$ cat src/verilog/flc_consts.vh
// register offsets, field positions, reset values and timing counts for the loop control block
`ifndef FLC_CONSTS_VH
`define FLC_CONSTS_VH

// register offsets
`define FLC_ADDR_L1_CTRL      12'h171
`define FLC_ADDR_L1_SPREAD    12'h189
`define FLC_ADDR_L2_CTRL      12'h191
`define FLC_ADDR_L2_UPD_INT   12'h192
`define FLC_ADDR_L2_NUM       12'h193
`define FLC_ADDR_L2_DEN       12'h194
`define FLC_ADDR_L2_RATIO     12'h195
`define FLC_ADDR_L2_REFSRC    12'h196
`define FLC_ADDR_L2_GAIN      12'h199
`define FLC_ADDR_L2_SYNC_EN   12'h1a1
`define FLC_ADDR_L2_SYNC_INT  12'h1a2
`define FLC_ADDR_L2_SYNC_NUM  12'h1a3
`define FLC_ADDR_L2_SYNC_DEN  12'h1a4
`define FLC_ADDR_L2_SYNC_RAT  12'h1a5
`define FLC_ADDR_L2_SYNC_SRC  12'h1a6
`define FLC_ADDR_L2_SYNC_GBW  12'h1a7
`define FLC_ADDR_L2_SPREAD    12'h1a9
`define FLC_ADDR_STATUS       12'h1af

// field positions
`define FLC_BIT_ENABLE        0
`define FLC_BIT_FREERUN       1
`define FLC_BIT_APPLY         15
`define FLC_BIT_BANDWIDTH     0

// reset values
`define FLC_RST_INT_MULT      10'h008
`define FLC_RST_FRAC_NUM      16'h0018
`define FLC_RST_FRAC_DEN      16'h007d
`define FLC_RST_OUT_DIV       3'h2
`define FLC_RST_L1_FREERUN    1'b1
`define FLC_RST_L2_FREERUN    1'b0
`define FLC_RST_SYNC_BW       1'b1

// timing counts
`define FLC_START_CYCLES      16'h0100
`define FLC_LOCK_CYCLES       16'h0400
`define FLC_REF_LOSS_CYCLES   16'h0800

`endif

$ cat src/verilog/flc_ref_monitor.v
// pin synchronisers, reference source select and edge watcher for the loop reference
`timescale 1ns/100ps
`include "flc_consts.vh"

module flc_ref_monitor
#(
  parameter LOSS_CYCLES = `FLC_REF_LOSS_CYCLES,
  parameter PIN_COUNT   = 11
)
(
  // clock and reset
  input  wire                 sys_clk,
  input  wire                 reset_n,
  // reference pins, loop clock-good levels and the code that picks a source
  input  wire [PIN_COUNT-1:0] refPins,
  input  wire [3:0]           refSource,
  input  wire [1:0]           loopClockGood,
  // reference seen recently
  output reg                  refPresent_r,
  // one pulse per rising reference edge
  output reg                  refEdge_r
);

  wire [PIN_COUNT-1:0] pinSync;
  reg                  refMux;
  reg                  refLast_r;
  reg  [15:0]          idle_r;

  // two flip-flops per pin ahead of the source mux, so no logic ever reads a raw pin
  genvar g;
  generate
    for (g = 0; g < PIN_COUNT; g = g + 1)
    begin : gen_pin_sync
      reg meta_r;
      reg sync_r;
      always @(posedge sys_clk or negedge reset_n)
      begin
        if (!reset_n)
        begin
          meta_r <= 1'b0;
          sync_r <= 1'b0;
        end
        else
        begin
          meta_r <= refPins[g];
          sync_r <= meta_r;
        end
      end
      assign pinSync[g] = sync_r;
    end
  endgenerate

  // source decode; reserved codes give no reference, so the loop drops to free-run
  always @*
  begin
    refMux = 1'b0;
    case (refSource)
      4'h0: refMux = pinSync[0];
      4'h1: refMux = pinSync[1];
      4'h3: refMux = pinSync[2];
      4'h4: refMux = loopClockGood[0];
      4'h5: refMux = loopClockGood[1];
      4'h8: refMux = pinSync[3];
      4'h9: refMux = pinSync[4];
      4'ha: refMux = pinSync[5];
      4'hc: refMux = pinSync[6];
      4'hd: refMux = pinSync[7];
      4'he: refMux = pinSync[8];
      default: refMux = 1'b0;
    endcase
  end

  // edge watcher and loss timer; a source switch may show one spurious edge
  always @(posedge sys_clk or negedge reset_n)
  begin
    if (!reset_n)
    begin
      refLast_r    <= 1'b0;
      idle_r       <= 16'h0000;
      refPresent_r <= 1'b0;
      refEdge_r    <= 1'b0;
    end
    else
    begin
      refLast_r <= refMux;
      refEdge_r <= refMux & ~refLast_r;
      // a stalled reference is declared lost after the idle count runs out
      if (refMux & ~refLast_r)
      begin
        idle_r       <= 16'h0000;
        refPresent_r <= 1'b1;
      end
      else if (idle_r == LOSS_CYCLES[15:0])
        refPresent_r <= 1'b0;
      else
        idle_r <= idle_r + 16'h0001;
    end
  end

endmodule

$ cat src/verilog/flc_loop_ctrl.v
// register file and sequencing for two frequency-locked loops
//
// Overview of operation
// - while enabled, new multiplier and numerator wait for the apply strobe bit 15
// - integer multiplier 10 bits reset 008h, numerator 16 bits reset 0018h
// - denominator 16 bits reset 007Dh, never gated by the apply strobe
// - ratio codes 000..011 give 1,2,4,8; top bit set gives 16
// - output divider code 2..7 divides; codes 0 and 1 reserved; reset 010
// - reference divider codes 00..11 give 1,2,4,8; software keeps reference low
// - source select picks master, bus, loop, bit or frame clocks; rest reserved
// - gain codes 0..7 double from 1 to 128; codes 8..15 give 256
// - synchroniser has own multiplier, numerator, denominator, all reset zero
// - synchroniser reference divider gives 1,2,4,8, reset code 00; here only stored and read back
// - synchroniser bandwidth bit: 0 wide, 1 narrow, reset 1
// - free-run halts feedback and holds integrator; resets 1 for loop1, 0 loop2
// - entering free-run from lock keeps output frequency unchanged
// - lost reference forces free-run; with free-run clear, relock when it returns; here only loop 2 has its reference watched
// - spread type: off, triangle, zero-mean modulation or dither per loop
// - spread depth field sets modulation depth code per loop
// - spread rate field sets triangle modulation rate code
// - each loop reports clock-good and lock status
// - status signals drive event and general-purpose output ports
`timescale 1ns/100ps
`include "flc_consts.vh"

module flc_loop_ctrl
#(
  parameter START_CYCLES = `FLC_START_CYCLES,
  parameter LOCK_CYCLES  = `FLC_LOCK_CYCLES
)
(
  // clock and reset
  input  wire        sys_clk,
  input  wire        reset_n,
  // register port
  input  wire [11:0] regAddr,
  input  wire        regWrite,
  input  wire        regRead,
  input  wire [15:0] regWdata,
  output reg  [15:0] regRdata_r,
  // reference pins: master a, master b, serial bus, port bit and frame clocks
  input  wire [10:0] refPins,
  // loop 2 and loop 1 active settings to the analogue loops
  output reg         loop2Run_r,
  output reg  [9:0]  loop2IntMult_r,
  output reg  [15:0] loop2FracNum_r,
  output reg  [15:0] loop2FracDen_r,
  output reg  [4:0]  loop2OscRatio_r,
  output reg  [2:0]  loop2OutDivider_r,
  output reg  [3:0]  loop2RefDivider_r,
  output reg  [8:0]  loop2LoopGain_r,
  output reg         loop2Hold_r,
  output reg  [1:0]  loop2SpreadType_r,
  output reg  [1:0]  loop2SpreadDepth_r,
  output reg  [1:0]  loop2SpreadRate_r,
  output reg  [1:0]  loop1SpreadType_r,
  output reg  [1:0]  loop1SpreadDepth_r,
  output reg  [1:0]  loop1SpreadRate_r,
  output reg         loop1Run_r,
  output reg         loop1Hold_r,
  output reg         loop2SyncRun_r,
  output reg         loop2SyncBandwidth_r,
  // status to interrupt and general-purpose output logic
  output reg  [1:0]  clockGood_r,
  output reg  [1:0]  lockStat_r,
  output reg  [3:0]  statusEvent_r
);

  // programmed fields
  reg        l1Enable_r;
  reg        l1FreeRun_r;
  reg [5:0]  l1Spread_r;
  reg        l2Enable_r;
  reg        l2FreeRun_r;
  reg [9:0]  l2IntStage_r;
  reg [15:0] l2NumStage_r;
  reg [15:0] l2Den_r;
  reg [2:0]  l2Ratio_r;
  reg [2:0]  l2OutDiv_r;
  reg [1:0]  l2RefDiv_r;
  reg [3:0]  l2RefSrc_r;
  reg [3:0]  l2Gain_r;
  reg        l2SyncEn_r;
  reg [9:0]  l2SyncInt_r;
  reg [15:0] l2SyncNum_r;
  reg [15:0] l2SyncDen_r;
  reg [2:0]  l2SyncRatio_r;
  reg [1:0]  l2SyncDiv_r;
  reg [3:0]  l2SyncSrc_r;
  reg [3:0]  l2SyncGain_r;
  reg        l2SyncBw_r;
  reg [5:0]  l2Spread_r;
  reg        applyPulse_r;
  reg [15:0] cnt1_r;
  reg [15:0] cnt2_r;
  reg [1:0]  clockGoodPrev_r;
  reg [1:0]  lockPrev_r;

  wire       refPresent;
  wire       refEdge;

  // pins are synchronised inside the monitor before the source select looks at them
  flc_ref_monitor u_refmon
  (
    .sys_clk       (sys_clk),
    .reset_n       (reset_n),
    .refPins       (refPins),
    .refSource     (l2RefSrc_r),
    .loopClockGood (clockGood_r),
    .refPresent_r  (refPresent),
    .refEdge_r     (refEdge)
  );

  // register writes; apply strobe never stored, it only fires a pulse
  always @(posedge sys_clk or negedge reset_n)
  begin
    if (!reset_n)
    begin
      l1Enable_r    <= 1'b0;
      l1FreeRun_r   <= `FLC_RST_L1_FREERUN;
      l1Spread_r    <= 6'h00;
      l2Enable_r    <= 1'b0;
      l2FreeRun_r   <= `FLC_RST_L2_FREERUN;
      l2IntStage_r  <= `FLC_RST_INT_MULT;
      l2NumStage_r  <= `FLC_RST_FRAC_NUM;
      l2Den_r       <= `FLC_RST_FRAC_DEN;
      l2Ratio_r     <= 3'h0;
      l2OutDiv_r    <= `FLC_RST_OUT_DIV;
      l2RefDiv_r    <= 2'h0;
      l2RefSrc_r    <= 4'h0;
      l2Gain_r      <= 4'h0;
      l2SyncEn_r    <= 1'b0;
      l2SyncInt_r   <= 10'h000;
      l2SyncNum_r   <= 16'h0000;
      l2SyncDen_r   <= 16'h0000;
      l2SyncRatio_r <= 3'h0;
      l2SyncDiv_r   <= 2'h0;
      l2SyncSrc_r   <= 4'h0;
      l2SyncGain_r  <= 4'h0;
      l2SyncBw_r    <= `FLC_RST_SYNC_BW;
      l2Spread_r    <= 6'h00;
      applyPulse_r  <= 1'b0;
    end
    else
    begin
      applyPulse_r <= 1'b0;
      if (regWrite)
      begin
        case (regAddr)
          `FLC_ADDR_L1_CTRL:
          begin
            l1Enable_r  <= regWdata[`FLC_BIT_ENABLE];
            l1FreeRun_r <= regWdata[`FLC_BIT_FREERUN];
          end
          `FLC_ADDR_L1_SPREAD: l1Spread_r <= regWdata[5:0];
          `FLC_ADDR_L2_CTRL:
          begin
            l2Enable_r  <= regWdata[`FLC_BIT_ENABLE];
            l2FreeRun_r <= regWdata[`FLC_BIT_FREERUN];
          end
          `FLC_ADDR_L2_UPD_INT:
          begin
            l2IntStage_r <= regWdata[9:0];
            applyPulse_r <= regWdata[`FLC_BIT_APPLY] & l2Enable_r;
          end
          `FLC_ADDR_L2_NUM:      l2NumStage_r  <= regWdata;
          `FLC_ADDR_L2_DEN:      l2Den_r       <= regWdata;
          `FLC_ADDR_L2_RATIO:
          begin
            l2Ratio_r  <= regWdata[10:8];
            l2OutDiv_r <= regWdata[3:1];
          end
          `FLC_ADDR_L2_REFSRC:
          begin
            l2RefDiv_r <= regWdata[7:6];
            l2RefSrc_r <= regWdata[3:0];
          end
          `FLC_ADDR_L2_GAIN:     l2Gain_r      <= regWdata[5:2];
          `FLC_ADDR_L2_SYNC_EN:  l2SyncEn_r    <= regWdata[`FLC_BIT_ENABLE];
          `FLC_ADDR_L2_SYNC_INT: l2SyncInt_r   <= regWdata[9:0];
          `FLC_ADDR_L2_SYNC_NUM: l2SyncNum_r   <= regWdata;
          `FLC_ADDR_L2_SYNC_DEN: l2SyncDen_r   <= regWdata;
          `FLC_ADDR_L2_SYNC_RAT: l2SyncRatio_r <= regWdata[10:8];
          `FLC_ADDR_L2_SYNC_SRC:
          begin
            l2SyncDiv_r <= regWdata[7:6];
            l2SyncSrc_r <= regWdata[3:0];
          end
          `FLC_ADDR_L2_SYNC_GBW:
          begin
            l2SyncGain_r <= regWdata[5:2];
            l2SyncBw_r   <= regWdata[`FLC_BIT_BANDWIDTH];
          end
          `FLC_ADDR_L2_SPREAD:   l2Spread_r    <= regWdata[5:0];
          default: ;
        endcase
      end
    end
  end

  // active multiplier and numerator: follow staging while off, load on strobe while on
  always @(posedge sys_clk or negedge reset_n)
  begin
    if (!reset_n)
    begin
      loop2IntMult_r <= `FLC_RST_INT_MULT;
      loop2FracNum_r <= `FLC_RST_FRAC_NUM;
    end
    else if (!l2Enable_r || applyPulse_r)
    begin
      loop2IntMult_r <= l2IntStage_r;
      loop2FracNum_r <= l2NumStage_r;
    end
  end

  // decoded settings and spread controls to the analogue side
  always @(posedge sys_clk or negedge reset_n)
  begin
    if (!reset_n)
    begin
      loop2FracDen_r       <= `FLC_RST_FRAC_DEN;
      loop2OscRatio_r      <= 5'h01;
      loop2OutDivider_r    <= `FLC_RST_OUT_DIV;
      loop2RefDivider_r    <= 4'h1;
      loop2LoopGain_r      <= 9'h001;
      loop2SpreadType_r    <= 2'h0;
      loop2SpreadDepth_r   <= 2'h0;
      loop2SpreadRate_r    <= 2'h0;
      loop1SpreadType_r    <= 2'h0;
      loop1SpreadDepth_r   <= 2'h0;
      loop1SpreadRate_r    <= 2'h0;
      loop1Run_r           <= 1'b0;
      loop2Run_r           <= 1'b0;
      loop2SyncRun_r       <= 1'b0;
      loop2SyncBandwidth_r <= `FLC_RST_SYNC_BW;
      loop1Hold_r          <= 1'b0;
      loop2Hold_r          <= 1'b0;
      clockGoodPrev_r      <= 2'b00;
      lockPrev_r           <= 2'b00;
      statusEvent_r        <= 4'h0;
    end
    else
    begin
      loop2FracDen_r       <= l2Den_r;
      loop2OscRatio_r      <= l2Ratio_r[2] ? 5'h10 : 5'h01 << l2Ratio_r[1:0];
      // reserved divider codes fall back to divide by 2
      loop2OutDivider_r    <= (l2OutDiv_r[2:1] == 2'b00) ? `FLC_RST_OUT_DIV : l2OutDiv_r;
      loop2RefDivider_r    <= 4'h1 << l2RefDiv_r;
      loop2LoopGain_r      <= l2Gain_r[3] ? 9'h100 : 9'h001 << l2Gain_r[2:0];
      loop2SpreadType_r    <= l2Spread_r[1:0];
      loop2SpreadDepth_r   <= l2Spread_r[5:4];
      loop2SpreadRate_r    <= l2Spread_r[3:2];
      loop1SpreadType_r    <= l1Spread_r[1:0];
      loop1SpreadDepth_r   <= l1Spread_r[5:4];
      loop1SpreadRate_r    <= l1Spread_r[3:2];
      loop1Run_r           <= l1Enable_r;
      loop2Run_r           <= l2Enable_r;
      loop2SyncRun_r       <= l2SyncEn_r & l2Enable_r;
      loop2SyncBandwidth_r <= l2SyncBw_r;
      // hold integrator in free-run, loop 2 also when its reference is gone; lock resumes on return
      loop1Hold_r          <= l1Enable_r & l1FreeRun_r;
      loop2Hold_r          <= l2Enable_r & (l2FreeRun_r | ~refPresent);
      // one-cycle event on any status change, for the interrupt block
      clockGoodPrev_r      <= clockGood_r;
      lockPrev_r           <= lockStat_r;
      statusEvent_r        <= {lockStat_r ^ lockPrev_r, clockGood_r ^ clockGoodPrev_r};
    end
  end

  // start-up and lock timers; loop1 has no monitored reference here so it locks unless held
  always @(posedge sys_clk or negedge reset_n)
  begin
    if (!reset_n)
    begin
      cnt1_r      <= 16'h0000;
      cnt2_r      <= 16'h0000;
      clockGood_r <= 2'b00;
      lockStat_r  <= 2'b00;
    end
    else
    begin
      if (!l1Enable_r)
      begin
        cnt1_r      <= 16'h0000;
        clockGood_r[0] <= 1'b0;
        lockStat_r[0]  <= 1'b0;
      end
      else
      begin
        if (cnt1_r != LOCK_CYCLES[15:0])
          cnt1_r <= cnt1_r + 16'h0001;
        clockGood_r[0] <= (cnt1_r >= START_CYCLES[15:0]);
        lockStat_r[0]  <= (cnt1_r == LOCK_CYCLES[15:0]) & ~l1FreeRun_r;
      end
      if (!l2Enable_r)
      begin
        cnt2_r      <= 16'h0000;
        clockGood_r[1] <= 1'b0;
        lockStat_r[1]  <= 1'b0;
      end
      else
      begin
        // lock count is pulled back to the start count while held, so lock restarts after the loop leaves hold
        if (loop2Hold_r && cnt2_r > START_CYCLES[15:0])
          cnt2_r <= START_CYCLES[15:0];
        else if (cnt2_r != LOCK_CYCLES[15:0] && (refEdge || cnt2_r < START_CYCLES[15:0]
                 || loop2Hold_r))
          cnt2_r <= cnt2_r + 16'h0001;
        clockGood_r[1] <= (cnt2_r >= START_CYCLES[15:0]);
        lockStat_r[1]  <= (cnt2_r == LOCK_CYCLES[15:0]) & ~loop2Hold_r;
      end
    end
  end

  // read mux; apply bit reads as zero, unmapped reads zero
  always @(posedge sys_clk or negedge reset_n)
  begin
    if (!reset_n)
      regRdata_r <= 16'h0000;
    else if (regRead)
    begin
      case (regAddr)
        `FLC_ADDR_L1_CTRL:     regRdata_r <= {14'h0000, l1FreeRun_r, l1Enable_r};
        `FLC_ADDR_L1_SPREAD:   regRdata_r <= {10'h000, l1Spread_r};
        `FLC_ADDR_L2_CTRL:     regRdata_r <= {14'h0000, l2FreeRun_r, l2Enable_r};
        `FLC_ADDR_L2_UPD_INT:  regRdata_r <= {6'h00, l2IntStage_r};
        `FLC_ADDR_L2_NUM:      regRdata_r <= l2NumStage_r;
        `FLC_ADDR_L2_DEN:      regRdata_r <= l2Den_r;
        `FLC_ADDR_L2_RATIO:    regRdata_r <= {5'h00, l2Ratio_r, 4'h0, l2OutDiv_r, 1'b0};
        `FLC_ADDR_L2_REFSRC:   regRdata_r <= {8'h00, l2RefDiv_r, 2'h0, l2RefSrc_r};
        `FLC_ADDR_L2_GAIN:     regRdata_r <= {10'h000, l2Gain_r, 2'h0};
        `FLC_ADDR_L2_SYNC_EN:  regRdata_r <= {15'h0000, l2SyncEn_r};
        `FLC_ADDR_L2_SYNC_INT: regRdata_r <= {6'h00, l2SyncInt_r};
        `FLC_ADDR_L2_SYNC_NUM: regRdata_r <= l2SyncNum_r;
        `FLC_ADDR_L2_SYNC_DEN: regRdata_r <= l2SyncDen_r;
        `FLC_ADDR_L2_SYNC_RAT: regRdata_r <= {5'h00, l2SyncRatio_r, 8'h00};
        `FLC_ADDR_L2_SYNC_SRC: regRdata_r <= {8'h00, l2SyncDiv_r, 2'h0, l2SyncSrc_r};
        `FLC_ADDR_L2_SYNC_GBW: regRdata_r <= {10'h000, l2SyncGain_r, 1'b0, l2SyncBw_r};
        `FLC_ADDR_L2_SPREAD:   regRdata_r <= {10'h000, l2Spread_r};
        `FLC_ADDR_STATUS:      regRdata_r <= {10'h000, refPresent, loop2Hold_r,
                                              lockStat_r, clockGood_r};
        default:               regRdata_r <= 16'h0000;
      endcase
    end
  end

endmodule

$ cat config.mk
export PLATFORM = sky130hd
export DESIGN_NAME = flc_loop_ctrl
export DESIGN_NICKNAME = d
export VERILOG_FILES = /design/src/verilog/flc_ref_monitor.v /design/src/verilog/flc_loop_ctrl.v
export VERILOG_INCLUDE_DIRS = /design/src /design/src/verilog
export SDC_FILE = /design/constraint.sdc
export NUM_CORES = 1
export LEC_CHECK = 0
export ABC_AREA = 1
export BUFFER_PORTS_ARGS = -buffer_cell sky130_fd_sc_hd__clkbuf_2
export CAP_MARGIN = 15
export CORE_MARGIN = 3
export CORE_UTILIZATION = 45
export DETAILED_ROUTE_END_ITERATION = 8
export GPL_TIMING_DRIVEN = 0
export PLACE_DENSITY = 0.6
export SLEW_MARGIN = 20
export SYNTH_ARGS = -nofsm -noshare
export SYNTH_HDL_FRONTEND = slang
export SYNTH_HIERARCHICAL = 1
export SYNTH_SLANG_ARGS = --single-unit
$ cat constraint.sdc
create_clock -name sys_clk -period 1.9 [get_ports sys_clk]
set_input_delay 0.38 -clock sys_clk [delete_from_list [all_inputs] [get_ports sys_clk]]
set_output_delay 0.38 -clock sys_clk [all_outputs]
set_load 0.01 [all_outputs]
; Word-level counts from Yosys, hierarchy flattened
; Index checks and enable logic that the tools add are counted.
[op_classes]
n_eq_ne = 36
order_cmp = 4
n_reduce_logical = 26
n_mux = 20
add_sub_neg = 3
div_mod_pow = 0
shift = 3
mul = 0
bitwise = 14
[ops]
columns = op, count
row1 = case mux 16 bit (18 select lines), 1
row2 = equality test 12 x 9 -> 1 bit (second input constant), 18
row3 = 2-to-1 mux 16 bit, 7
row4 = adder 16 x 1 -> 16 bit (second input constant), 3
row5 = AND reduction 2 bit, 17
row6 = equality test 16 x 11 -> 1 bit (second input constant), 2
row7 = greater-or-equal comparator 16 x 9 -> 1 bit (second input constant), 2
row8 = != test 16 x 11 -> 1 bit (second input constant), 2
row9 = equality test 4 bit (second input constant), 6
row10 = equality test 16 x 12 -> 1 bit (second input constant), 1
row11 = > comparator 16 x 9 -> 1 bit (second input constant), 1
row12 = < comparator 16 x 9 -> 1 bit (second input constant), 1
row13 = case mux 1 bit (11 select lines), 1
row14 = 2-to-1 mux 9 bit, 1
row15 = << shifter 1 x 3 -> 9 bit (first input constant), 1
row16 = equality test 4 x 3 -> 1 bit (second input constant), 2
row17 = 2-to-1 mux 1 bit, 8
row18 = AND 1 bit, 7
row19 = 2-to-1 mux 5 bit, 1
row20 = << shifter 1 x 2 -> 5 bit (first input constant), 1
row21 = equality test 4 x 1 -> 1 bit (second input constant), 1
row22 = equality test 4 x 2 -> 1 bit (second input constant), 1
row23 = logical NOT 4 bit, 1
row24 = != test 2 x 1 -> 1 bit (second input constant), 2
row25 = 11 further kinds, 18
[word_totals]
memories = 0
register_bits = 310
latch_bits = 0
romBits = 0
elab_cells = 179
ramBits = 0
out_inout_bits = 105
inputBits = 43

; Logic depth before layout (Yosys ltp)
[logic_depth]
word_depth = 7
depth_mapped = 14
ltp_nobuf = 13

; Modules after synthesis
; Netlist, hierarchy kept.
[by_module_without_submodules]
columns = module, seq_area_each_um2, n_inst, cells_each, area_each_um2
row1 = flc_loop_ctrl, 6864.1, 1, 1330, 11826.3
row2 = flc_ref_monitor, 925.9, 1, 171, 1611.5

; Worst setup path before layout
; Ideal clock, no wire load.
[synth_timing]
path_kind = register to register
start = reg cnt2_r[0]
end = reg cnt2_r[7]
slack_ns = 0.350
arrival_ns = 1.424
setup_ns = 0.126
period_less_slack_ns = 1.550
n_path_buf = 0
path_stages_with_launch = 10
t_required_ns = 1.774
cell_sequence = dfrtp_1 > inv_1 > ha_1 > nand2_1 > nor2_1 > a21oi_2 > a21oi_4 > nand2_2 > inv_1 > o21ai_0
[synth_between]
elab_chain_len = 5
word_cells_on_any_way = 12
cone_classes = add/sub: 1 / order compare: 2 / eq/ne: 2 / mux: 3 / reduce/logical: 4
[synth_lines]
columns = element, line
row1 = start: declaration, flc_loop_ctrl.v:95  ; reg [15:0] cnt2_r;
row2 = start signal: assignment, flc_loop_ctrl.v:305  ; cnt2_r <= START_CYCLES[15:0];
row3 = start signal: assignment, flc_loop_ctrl.v:308  ; cnt2_r <= cnt2_r + 16'h0001;
row4 = < comparator 16 x 9 -> 1 bit, flc_loop_ctrl.v:306  ; else if (cnt2_r != LOCK_CYCLES[15:0] && (refEdge || cnt2_r < START_CYCLES[15:0]
row5 = logical OR 1 bit, flc_loop_ctrl.v:306
row6 = logical OR 1 bit, flc_loop_ctrl.v:307  ; || loop2Hold_r))
row7 = logical AND 1 bit, flc_loop_ctrl.v:306
row8 = != test 3 x 1 -> 1 bit (no line), n/a
; Parallel ways exist; a longest one is shown, timed or not. The select of a mux whose other input is x is not followed.
; A chain may end at the register's enable or synchronous reset.

; Worst setup path in the final report
[layout_timing]
start = reg cnt2_r[0]
end = reg cnt2_r[12]
; Same word-level chain as after synthesis.

==> results by group <==
Pwr
  – Total power: 13.9 mW
  – P per Cell Area: 870 mW/mm^2
  – Leakage: 7.97 nW
  – Worst VDD drop: 0.501 mV

Clock tree
  – CTS tree: yes
  – TritonCTS Buffers: 35
  – Clk buf depth: 3
  – Clk Latency, worst-skew pair: 520 ps
  – Clock root buffer: clkbuf_16
  – Clock-pin slew on the worst setup and hold paths: 60 ps
  – # H-tree levels: 2
  – Clock Sinks: 310

Setup path
  – Max FO, Critical Path: 4
  – Worst Reg2Reg Path Length in Cells: 10
  – Crit Path Class: reg2reg
  – Critical path's slowest cell: dfrtp_1
  – Worst path top cell family by delay: compound AO/OA/AOI/OAI gates
  – Worst path cell trace: inv_1, ha_1, nand2_1, nor2_4, a21oi_4, a21oi_4, buf_4, buf_4, nand2_1, a21oi_1
  – Worst R2R Start: cnt2_r[0]
  – CP required: 2330 ps
  – CP Capture Type: flip-flop
  – Terminus of the critical flop-to-flop path: cnt2_r[12]
  – Buf/Inv on CP: 3
  – Crit path launch type: flip-flop
  – R2R Setup Slk: 90 ps
  – Largest stage delay, worst path: 400 ps
  – CP arrival: 2250 ps

Placement
  – Number of port buffers: 143
  – Placer Congestion: 0.926
  – Placed cell count: 2031
  – DPL Wire Length: 28100 um
  – Worst slack at placement: -374 ps

Final layout
  – Layout cells sized above 1: 19.9%
  – Area grow syn2layout: 19.1%
  – Filler Cell Count: 2649
  – Non-filler instance count after layout: 2107
  – Nets: 1745
  – Fin util: 55.0%

Floorplanning
  – Die W: 179 um
  – Initial Util: 46.2%
  – IO Pins: 148
  – Row count: 62
  – Core area: 0.0291 sq mm
  – Total die area: 0.0320 sq mm
  – Die H: 179 um

Detailed routing
  – Routed wire length per instance: 18.3 um
  – Via/cell ratio: 5.26
  – Detailed-router iteration count before antenna repair: 5
  – Number of remaining DRC errors: 0
  – Vias: 11.1k
  – Initial drt markers: 1067
  – Antenna viol nets, final: 0
  – Routed WL: 38600 um

Yosys
  – Cell taking the most area after synthesis: dfrtp_1
  – Syn_nets: 1550
  – Flops & latches, synth: 310
  – Syn Area/Cell: 8.95 sq um
  – Synth Instances: 1501
  – Netlist cell types: 47
  – Synth Flop Type: dfrtp_1
  – Sequential fraction of the synthesis area: 58.0%
  – Post-Syn Area: 0.0134 sq mm
  – Leading post-synthesis cells by cell area: dfrtp_1 (53%), nand2_1 (12%), dfstp_2 (5.1%)
  – Post-synth top area share: 52.9%
  – Ys Warns: 6
  – Post-synth ARST share: 100%
  – EDFF count, synth: 0

Worst hold path
  – WHS Path Cells: 3
  – Hold endpoint: l2SyncGain_r[0]
  – Hold/Removal Path Class: in2reg
  – Hold path start: regWdata[2]

Timing
  – Final setup fails: 0
  – Period utilization: 95.3%
  – FMAX: 0.552 GHz
  – Worst-margin pin slew: 829 ps
  – Tmin final: 1810 ps
  – Slew headroom: 44.7%
  – Clock Skews: 13.3 ps
  – Pins over their slew limit: 0
  – Hold Fails Final Rpt: 0
  – Setup ws final: 88.9 ps

GRT
  – Total gr overflow: 0
  – GRT Total Usage: 24.4%
  – Initial antenna violation count: 0
  – First-pass GRT wire length: 59800 um
  – Largest net degree at the start of global routing: 92
  – Number of global-route vias before repair: 10.4k

Outcome
  – Run status: finished, final reports clean

Flow run
  – Max-cap violations: 0
[registers in the layout (all words and copies together) (netlist names), 10 cells and up]
signal / count
cnt1_r: 16
cnt2_r: 16
l2Den_r: 16
l2NumStage_r: 16
l2SyncDen_r: 16
l2SyncNum_r: 16
loop2FracDen_r: 16
loop2FracNum_r: 16
regRdata_r: 16
u_refmon/idle_r: 16
l2IntStage_r: 10
l2SyncInt_r: 10
loop2IntMult_r: 10
[cells in the mapped netlist, types with 3 or more instances]
library cell    n
nand2_4         3
nor3_2          4
nand2_1       419
nand3b_1        3
o21ai_2         6
dfrtp_1       284
o21ai_1        33
nor2_2         14
nor3_1         17
xnor2_1         3
inv_1         128
nand2_2        11
nor2_4          6
nand3_1        96
inv_2           4
a21oi_1        27
nor2_1        130
o21ai_0       131
ha_1            6
clkbuf_1       18
xor2_1         17
nor4_1          5
buf_4           3
mux2_2         19
buf_2          23
dfstp_2        26
nand4_1        37
[worst min-delay path: cells and delay by family]
| family | cells | cell delay, ps |
|---|---|---|
| compound gates | 1 | 100 |
| buf+inv | 2 | 210 |
[worst max path at each step]
stage | from | endpoint | slack, ps | cells after the start
after CTS | l2Enable_r | loop2FracNum_r[1] | 10 | 5
after detailed placement | regAddr[6] | regRdata_r[10] | -370 | 12
final | cnt2_r[0] | cnt2_r[12] | 90 | 10
after global placement | reset_n | loop2FracNum_r[7] | -6200 | 1
after global routing | cnt2_r[0] | cnt2_r[14] | -6 | 10
after floorplan | cnt2_r[0] | cnt2_r[7] | 350 | 9
[cell families after synthesis]
logic type                 share of synthesized area [%]
adders and majority gates                          0.559
DFF                                                 58.0
buffers and inverters                               5.64
AOI/OAI and AO/OA                                   8.24
xor gates and xnor gates                            1.30
muxes                                               1.59
and+or+nand+nor                                     24.7
[final cells by class]
| cell class | instances | area [sq um] | share of cell area, % |
|---|---|---|---|
| diodes | 1 | 2.50 | 0.0156 |
| plain buffers | 47 | 251 | 1.57 |
| clock buffers | 52 | 1000 | 6.24 |
| clock inverters | 11 | 120 | 0.750 |
| inverters | 134 | 512 | 3.20 |
| multi-input cells | 1009 | 4920 | 30.8 |
| flip-flops and latches | 310 | 7790 | 48.7 |
| well taps | 384 | 480 | 3.00 |
| repair buffers | 159 | 930 | 5.81 |
[repair_timing]
item,4_1_cts,5_1_grt
cloned,0,0
hold buffers,10,0
pin swaps,0,1
resized for setup,3,11
buffers inserted,0,3
setup endpoints to repair,23,33
hold endpoints to repair,60,0
[cell usage in the layout (no fill, tap or decap), types with 22 or more instances in the layout]
master	n
nand2_1	417
dfrtp_1	284
clkbuf_2	143
o21ai_0	131
inv_1	126
nor2_1	125
nand3_1	96
nand4_1	37
clkbuf_16	35
o21ai_1	33
clkbuf_1	28
a21oi_1	27
dfstp_2	26
buf_2	22
[through the flow]
stage               TNS [ps]  hold slack, ps  instance area (sq um)
floorplan                  0            84.4                  13400
global placement    -1866600             334                  14600
detailed placement    -14750             335                  14700
CTS                        0             193                  16000
global route           -6.43             218                  16000
finish                     0             213                  16000
[power breakdown]
part           switching (mW)  leakage [nW]  internal [mW]  total (mW)
combinational           0.421          3.23          0.162       0.583
sequential             0.0509          4.18           6.68        6.73
clock                    2.68         0.553           3.94        6.62
[layer usage]
metal / share of wire [%] / track usage [%] / vias up / wire length, um
met5: 0 / 0 / - / 0
met4: 2.1 / 6.04 / 0 / 808
met3: 6.7 / 4.38 / 60 / 2590
met2: 45 / 36.6 / 379 / 17200
met1: 47 / 36.6 / 5375 / 18000
li1: - / - / 5262 / -
No activity file was read; power rests on OpenSTA's default activity.
